$ cat config.mk
export PLATFORM = sky130hd
export DESIGN_NAME = iprc_arbiter
export DESIGN_NICKNAME = d
export VERILOG_FILES = /design/src/rtl/iprc_pkg.sv /design/src/rtl/iprc_rr_pick.sv /design/src/rtl/iprc_arbiter.sv
export SDC_FILE = /design/constraint.sdc
export NUM_CORES = 1
export LEC_CHECK = 0
export BUFFER_PORTS_ARGS = -buffer_cell sky130_fd_sc_hd__buf_2
export CAP_MARGIN = 5
export CORE_MARGIN = 1.5
export CORE_UTILIZATION = 54
export DETAILED_ROUTE_END_ITERATION = 10
export HOLD_SLACK_MARGIN = 0.03
export PLACE_DENSITY = 0.82
export SLEW_MARGIN = 20
export SYNTH_ARGS = -nofsm -noshare
export SYNTH_HDL_FRONTEND = slang
export SYNTH_SLANG_ARGS = --single-unit
$ cat constraint.sdc
create_clock -name clk_sys -period 6.6 [get_ports clk_sys]
set_input_delay 0.66 -clock clk_sys [delete_from_list [all_inputs] [get_ports clk_sys]]
set_output_delay 0.66 -clock clk_sys [all_outputs]
set_load 0.01 [all_outputs]
$ cat src/rtl/iprc_pkg.sv
/*
  Constants, types and shared functions of the interrupt priority
  controller. Assumes 32 request lines, vector 0 being the reset vector.
*/
package iprc_pkg;

  localparam int NVEC = 32;

  // Register offsets
  localparam logic [7:0] OFS_CTRL = 8'h00;
  localparam logic [7:0] OFS_STAT = 8'h01;
  localparam logic [7:0] OFS_LAST = 8'h02;
  localparam logic [7:0] OFS_PROMO = 8'h03;

  // Field positions
  localparam int CTRL_RR_BIT = 0;
  localparam int CTRL_COMPACT_BIT = 5;
  localparam int CTRL_PLACE_BIT = 6;
  localparam int STAT_LO_BIT = 0;
  localparam int STAT_HI_BIT = 1;
  localparam int STAT_NMI_BIT = 7;
  localparam logic [7:0] CTRL_WMASK = 8'h61;
  localparam logic [7:0] CTRL_PROT_MASK = 8'h60;

  // Reset values
  localparam logic [7:0] RST_CTRL = 8'h00;
  localparam logic [7:0] RST_LAST = 8'h00;
  localparam logic [7:0] RST_PROMO = 8'h00;

  // Lines wired as unmaskable; fixed when the chip is built
  localparam logic [NVEC-1:0] NMI_LINES = 32'h0000_0002;

  // Compact table slots
  localparam logic [7:0] COMPACT_SLOT_NMI = 8'h01;
  localparam logic [7:0] COMPACT_SLOT_HI = 8'h02;
  localparam logic [7:0] COMPACT_SLOT_LO = 8'h03;

  // Boot section start, word address
  localparam logic [15:0] BOOT_BASE = 16'h0000;

  // Protected write window, in retired instructions
  localparam logic [2:0] PROT_WINDOW_INSTR = 3'h4;

  typedef enum logic [1:0] {LVL_NORMAL, LVL_HIGH, LVL_NMI} iprc_level_t;

  typedef struct packed {
    logic valid;
    iprc_level_t level;
    logic [7:0] vec;
    logic [15:0] addr;
  } iprc_vreq_t;

  typedef struct packed {
    logic nmi;
    logic hi;
    logic lo;
  } iprc_flags_t;

  function automatic logic [7:0] iprc_lowest(input logic [NVEC-1:0] p);
    logic [7:0] idx;
    idx = 8'h00;
    for (int i = NVEC - 1; i >= 0; i--)
    begin
      if (p[i])
        idx = 8'(i);
    end
    return idx;
  endfunction : iprc_lowest

endpackage : iprc_pkg

$ cat src/rtl/iprc_rr_pick.sv
/*
  Rotating pick among pending normal-level vectors: the lowest pending
  vector above the start point, else the lowest pending overall.
  Purely combinational; caller registers the result.
*/
`timescale 1ns/1ps
module iprc_rr_pick
  import iprc_pkg::*;
(
  // Candidates
  input wire logic [NVEC-1:0] pend,
  input wire logic [7:0] start,
  // Result
  output logic found,
  output logic [7:0] idx
);

  logic [NVEC-1:0] above;

  always_comb
  begin
    above = '0;
    for (int i = 0; i < NVEC; i++)
    begin
      if (8'(i) > start)
        above[i] = pend[i];
    end
    found = |pend;
    // Wrap to the bottom when nothing lies above the start point
    if (|above)
      idx = iprc_lowest(above);
    else
      idx = iprc_lowest(pend);
  end

endmodule : iprc_rr_pick

$ cat src/rtl/iprc_arbiter.sv
/*
  Interrupt priority controller: arbitrates unmaskable, high and normal
  requests, presents a vector to the core and tracks executing levels.
  Assumes request lines and core strobes come from logic on clk_sys.
*/
`timescale 1ns/1ps
module iprc_arbiter
  import iprc_pkg::*;
(
  // Clock, enable, reset
  input wire logic clk_sys,
  input wire logic ce,
  input wire logic srst,
  // Register port
  input wire logic [7:0] reg_addr,
  input wire logic [7:0] reg_wdata,
  input wire logic reg_we,
  input wire logic reg_re,
  output logic [7:0] reg_rdata,
  // Peripheral requests
  input wire logic [NVEC-1:0] irq_req,
  // Core side
  input wire logic gie,
  input wire logic prot_unlock,
  input wire logic instr_done,
  input wire logic [15:0] boot_boundary_fuse,
  input wire logic cpu_ack,
  input wire logic irq_ret,
  output iprc_vreq_t vreq,
  output iprc_flags_t executing
);

  logic [7:0] ctrl_r, ctrl_nxt;
  logic [7:0] last_r, last_nxt;
  logic [7:0] promo_r, promo_nxt;
  iprc_flags_t flags_r, flags_nxt;
  logic [2:0] prot_cnt_r, prot_cnt_nxt;
  logic [7:0] rdata_r, rdata_nxt;
  iprc_vreq_t vreq_r, vreq_nxt;

  logic [NVEC-1:0] nmi_pend, lo_pend, promo_hot;
  logic [NVEC-1:0] lo_below;
  logic hi_pend, lo_found, rr_on, compact_on;
  logic [7:0] lo_idx, nmi_low, rr_start, compact_slot;
  logic [15:0] vec_base;
  iprc_vreq_t win;

  assign rr_on = ctrl_r[CTRL_RR_BIT];
  assign compact_on = ctrl_r[CTRL_COMPACT_BIT];
  assign rr_start = rr_on ? last_r : 8'h00;

  iprc_rr_pick u_pick (
    .pend(lo_pend),
    .start(rr_start),
    .found(lo_found),
    .idx(lo_idx)
  );

  // Request sorting; kept apart from the pick to avoid a loop
  always_comb
  begin
    nmi_pend = irq_req & NMI_LINES;
    promo_hot = '0;
    if (promo_r != 8'h00 && promo_r < 8'(NVEC))
      promo_hot[promo_r[4:0]] = 1'b1;
    hi_pend = |(irq_req & promo_hot & ~NMI_LINES);
    // Vector 0 is reset, never a request
    lo_pend = irq_req & ~NMI_LINES & ~promo_hot;
    lo_pend[0] = 1'b0;
  end

  // Arbitration
  always_comb
  begin
    nmi_low = iprc_lowest(nmi_pend);
    win = '0;
    compact_slot = COMPACT_SLOT_LO;
    if (|nmi_pend && !flags_r.nmi)
    begin
      win.valid = 1'b1;
      win.level = LVL_NMI;
      win.vec = nmi_low;
      compact_slot = COMPACT_SLOT_NMI;
    end
    else if (!flags_r.nmi && gie && !flags_r.hi && hi_pend)
    begin
      win.valid = 1'b1;
      win.level = LVL_HIGH;
      win.vec = promo_r;
      compact_slot = COMPACT_SLOT_HI;
    end
    else if (!flags_r.nmi && gie && !flags_r.hi && !flags_r.lo
             && lo_found)
    begin
      win.valid = 1'b1;
      win.level = LVL_NORMAL;
      win.vec = lo_idx;
    end
    // Application start comes from the boot boundary fuse
    if (ctrl_r[CTRL_PLACE_BIT])
      vec_base = BOOT_BASE;
    else
      vec_base = boot_boundary_fuse;
    if (compact_on)
      win.addr = vec_base + {7'h00, compact_slot, 1'b0};
    else
      win.addr = vec_base + {7'h00, win.vec, 1'b0};
  end

  // Pending normal vectors below the pick; read by checks only
  always_comb
  begin
    lo_below = '0;
    for (int i = 0; i < NVEC; i++)
    begin
      if (8'(i) < win.vec)
        lo_below[i] = lo_pend[i];
    end
  end

  // Registers, status and presentation
  always_comb
  begin
    ctrl_nxt = ctrl_r;
    last_nxt = last_r;
    promo_nxt = promo_r;
    flags_nxt = flags_r;
    prot_cnt_nxt = prot_cnt_r;
    rdata_nxt = 8'h00;
    if (prot_unlock)
      prot_cnt_nxt = PROT_WINDOW_INSTR;
    else if (instr_done && prot_cnt_r != 3'h0)
      prot_cnt_nxt = prot_cnt_r - 3'h1;
    if (reg_we)
    begin
      case (reg_addr)
        OFS_CTRL:
        begin
          // Locked bits keep their value; the write itself is not refused
          if (prot_cnt_r != 3'h0)
            ctrl_nxt = reg_wdata & CTRL_WMASK;
          else
            ctrl_nxt = (ctrl_r & CTRL_PROT_MASK)
                     | (reg_wdata & CTRL_WMASK & ~CTRL_PROT_MASK);
        end
        OFS_LAST: last_nxt = reg_wdata;
        OFS_PROMO: promo_nxt = reg_wdata;
        default: ;
      endcase
    end
    // Return clears the innermost level only
    if (irq_ret)
    begin
      if (flags_r.nmi)
        flags_nxt.nmi = 1'b0;
      else if (flags_r.hi)
        flags_nxt.hi = 1'b0;
      else
        flags_nxt.lo = 1'b0;
    end
    // Acknowledge after return so a same-cycle set wins
    if (cpu_ack && vreq_r.valid)
    begin
      case (vreq_r.level)
        LVL_NMI: flags_nxt.nmi = 1'b1;
        LVL_HIGH: flags_nxt.hi = 1'b1;
        default:
        begin
          flags_nxt.lo = 1'b1;
          if (rr_on)
            last_nxt = vreq_r.vec;
        end
      endcase
    end
    if (reg_re)
    begin
      case (reg_addr)
        OFS_CTRL: rdata_nxt = ctrl_r;
        OFS_STAT:
        begin
          rdata_nxt[STAT_NMI_BIT] = flags_r.nmi;
          rdata_nxt[STAT_HI_BIT] = flags_r.hi;
          rdata_nxt[STAT_LO_BIT] = flags_r.lo;
        end
        OFS_LAST: rdata_nxt = last_r;
        OFS_PROMO: rdata_nxt = promo_r;
        default: rdata_nxt = 8'h00;
      endcase
    end
    // Hide the request for the cycle the flags take to update
    vreq_nxt = win;
    if (cpu_ack)
      vreq_nxt.valid = 1'b0;
  end

  always_ff @(posedge clk_sys)
  begin
    if (srst)
    begin
      ctrl_r <= RST_CTRL;
      last_r <= RST_LAST;
      promo_r <= RST_PROMO;
      flags_r <= '0;
      prot_cnt_r <= 3'h0;
      rdata_r <= 8'h00;
      vreq_r <= '0;
    end
    else if (ce)
    begin
      ctrl_r <= ctrl_nxt;
      last_r <= last_nxt;
      promo_r <= promo_nxt;
      flags_r <= flags_nxt;
      prot_cnt_r <= prot_cnt_nxt;
      rdata_r <= rdata_nxt;
      vreq_r <= vreq_nxt;
    end
  end

  assign reg_rdata = rdata_r;
  assign vreq = vreq_r;
  assign executing = flags_r;
endmodule : iprc_arbiter

==> results.txt <==
Hold Crit Class: reg -> reg
largest net degree at the start of global routing: 68
first-pass detailed-route iteration total: 5
Die Y: 108 um
Slew HR: 46.9%
Final Util: 62.8%
IO Pins: 112
CP cell instances: or4b_1 -> o41ai_1 -> nand2_1 -> o221ai_1 -> a2111oi_0 -> or3_1 -> nor4_1 -> o21ai_1 -> a31oi_1 -> ha_1 -> inv_1 -> fa_1 -> nor2b_1 -> o21ai_0 -> a21boi_0 -> o21ai_0 -> a21oi_1 -> o21ai_0 -> and2_1 -> or3_1 -> o311ai_0
dominant synthesized flop cell: dfxtp_1
total clock sinks: 60
Peak VDD IR: 144 uV
clock buffer depth: 2
worst slew pin tran: 0.796 ns
post-synthesis sequential area ratio: 20.1%
final worst setup slack: 0.567 ns
ANT nets after route: 0
root buffer cell: clkbuf_8
via count: 7050
Setup Buffers After CTS: 0
Core Area: 10800 um2
Achievable Freq: 166 MHz
Site Rows: 38
Crit path top cell by count: o21ai_0
Detail Placement HPWL: 15500 um
Power Dens Cells: 132 nW/um2
overall power after layout: 896 uW
post-DR wirelength/cell: 20.3 um
run status: finished, final reports clean
CP max stage delay: 0.90 ns
Die W: 108 um
final cycle utilization of the critical path: 91.4%
gr ovfl total: 0
Final GP Congestion: 1.00
Critical Path AT: 6.27 ns
# hold bufs at CTS: 0
Initial Utilization: 55.3%
top post-synthesis cells by area: dfxtp_1, mux2i_1, nor2_1, a21oi_1, clkbuf_1
Clk Latency, worst-skew pair: 0.35 ns
final setup vio count: 0
post-synth cell types: 85
r2r startpoint: promo_r[5]
Area Overhead vs Synth: 13.6%
# H-tree levels: 3
GR Util All Layers: 35.5%
placed cells: 1021
Synth top area share: 20.1%
# diodes: 0
Layout Nets: 979
syn_area_per_cell: 7.32 um2
Residual DRC: 0
critical path type: reg -> reg
initial antenna violation count: 0
final hold viol count: 0
#FFs+latches synth: 60
filler instances: 989
TritonCTS clock tree: yes
Via density: 6.80
total of max-cap violations: 0
Pins Over Slew Limit: 0
Port Buffers: 110
vias in the first global route: 6310
die area: 11700 um2
global-route wire length before repair: 32500 um
Crit. Startpoint: promo_r[5]
Fin Setup TNS: 0 ns
CP required: 6.84 ns
DRT iter0 DRCs: 744
clock buffers created by TritonCTS: 9
Post-Layout Cell Count: 1037
CP Max Fanout: 19
dpl ws: 0.817 ns
WL final: 21000 um
skew final: 0.00685 ns
Post-CTS Resized: 0
ratio of cells with drive above 1 in the final layout: 19.6%
Synth Cell Area: 5970 um2
crit end category: register
slowest CP cell: or4b_1
min-delay src: vreq[0]
leak pwr: 2.63 nW
cell count after synthesis: 815
Post-synth ARST share: 0%
Post-synth EDFFs: 0
Worst Setup Start Kind: register
clock-pin slew on the worst setup and hold paths: 0.07 ns
synth warn: 0
unrepaired setup endpoints after global routing: false
post-layout min period: 6.03 ns
post-synth top area cell: dfxtp_1
[sequential cells by signal, indices dropped and copies added (netlist names)]
signal	count
executing	3
promo_r	8
reg_rdata	8
vreq	27
last_r	8
prot_cnt_r	3
ctrl_r	3
[cell usage after synthesis, drive strengths merged, types with 4 or more instances]
library cell  instances
a22o                  4
or3                   9
o31a                  5
nand4                14
o32a                  5
nor4b                 5
nand2                39
o31ai                27
clkbuf               53
a2bb2oi               4
nor2                 99
buf                  13
a21o                  4
a211oi               18
or2                   8
and3                  7
nor3b                14
nand4b                4
nor2b                23
nor4                 10
ha                   12
xnor2                 4
nand3                23
a41oi                12
mux2i                44
nand2b               20
a21oi                48
mux2                  9
o21a                  7
o21bai                6
a31oi                10
nor3                 27
inv                  23
o21ai                38
a2111oi               4
and2                 15
dfxtp                60
o211ai                8
a22oi                 4
o22ai                16
o32ai                 7
[worst max-delay path: cells and delay by family (launching register included)]
kind / cells / cell delay, ns
and+or+nand+nor: 7 / 2.34
DFF: 1 / 0.38
AOI/OAI and AO/OA: 11 / 2.56
adders and majority gates: 2 / 0.60
buffers and inverters: 1 / 0.05
[layout by cell type (no fill, tap or decap), types with 10 or more instances in the layout]
cell type  synthesis  layout
a211oi_1          17      17
a21oi_1           48      48
a31oi_1           10      10
a41oi_1           12      12
and2_1            15      15
buf_2              4     110
buf_4              0      20
clkbuf_8           0      12
dfxtp_1           60      60
ha_1              12      12
inv_1             23      23
mux2i_1           44      44
nand2_1           39      39
nand2b_1          20      20
nand3_1           23      23
nand4_1           14      14
nor2_1            99      99
nor2b_1           23      23
nor3_1            26      26
nor3b_1           14      14
nor4_1            10      10
o21ai_0           36      36
o22ai_1           16      16
o31ai_1           24      24
[per-layer routing]
metal	up-vias	GRT usage (%)	routed length (um)
met5	-	0	0
met4	0	18.0	1050
met3	85	4.52	1860
met2	469	59.2	9630
met1	3241	45.0	8460
li1	3255	-	-
[final cells by class]
type                       instances  area, um2  share of cell area (%)
sequential                        60       1200                    17.7
multi-input combinational        668       4430                    65.3
timing repair buffer             130        701                    10.3
clock buffer                      12        165                    2.44
inverter                          23       86.3                    1.27
clock inverter                     4       22.5                   0.332
tap                              140        175                    2.58
[final timing paths]
kind	end	cells past startpoint	slack, ns
worst max-delay path	vreq[13]	21	0.57
worst min-delay path	vreq[0]	2	0.47
worst max register to register	vreq[13]	21	0.57
worst min register to register	vreq[0]	2	0.47
[power by group]
group / switching (mW) / internal (mW)
sequential: 0.00738 / 0.374
clock: 0.147 / 0.165
combinational: 0.119 / 0.0844
total: 0.273 / 0.623
[per-stage QoR]
stage | cell area (um2) | hold WS [ns]
final | 6780 | 0.470
after global routing | 6780 | 0.486
after CTS | 6770 | 0.474
after detailed placement | 6580 | 0.458
after global placement | 6580 | 0.456
after floorplan | 5970 | 0.446
[cells by family after synthesis]
group | count (synthesis) | share of synthesized area, %
and+or+nand+nor | 331 | 29.6
AOI/OAI and AO/OA | 261 | 31.0
buffers and inverters | 89 | 5.93
DFF | 60 | 20.1
muxes | 54 | 9.46
adders and majority gates | 13 | 2.85
xor gates and xnor gates | 6 | 0.881
other | 1 | 0.0628
No activity file was read; power rests on OpenSTA's default activity.
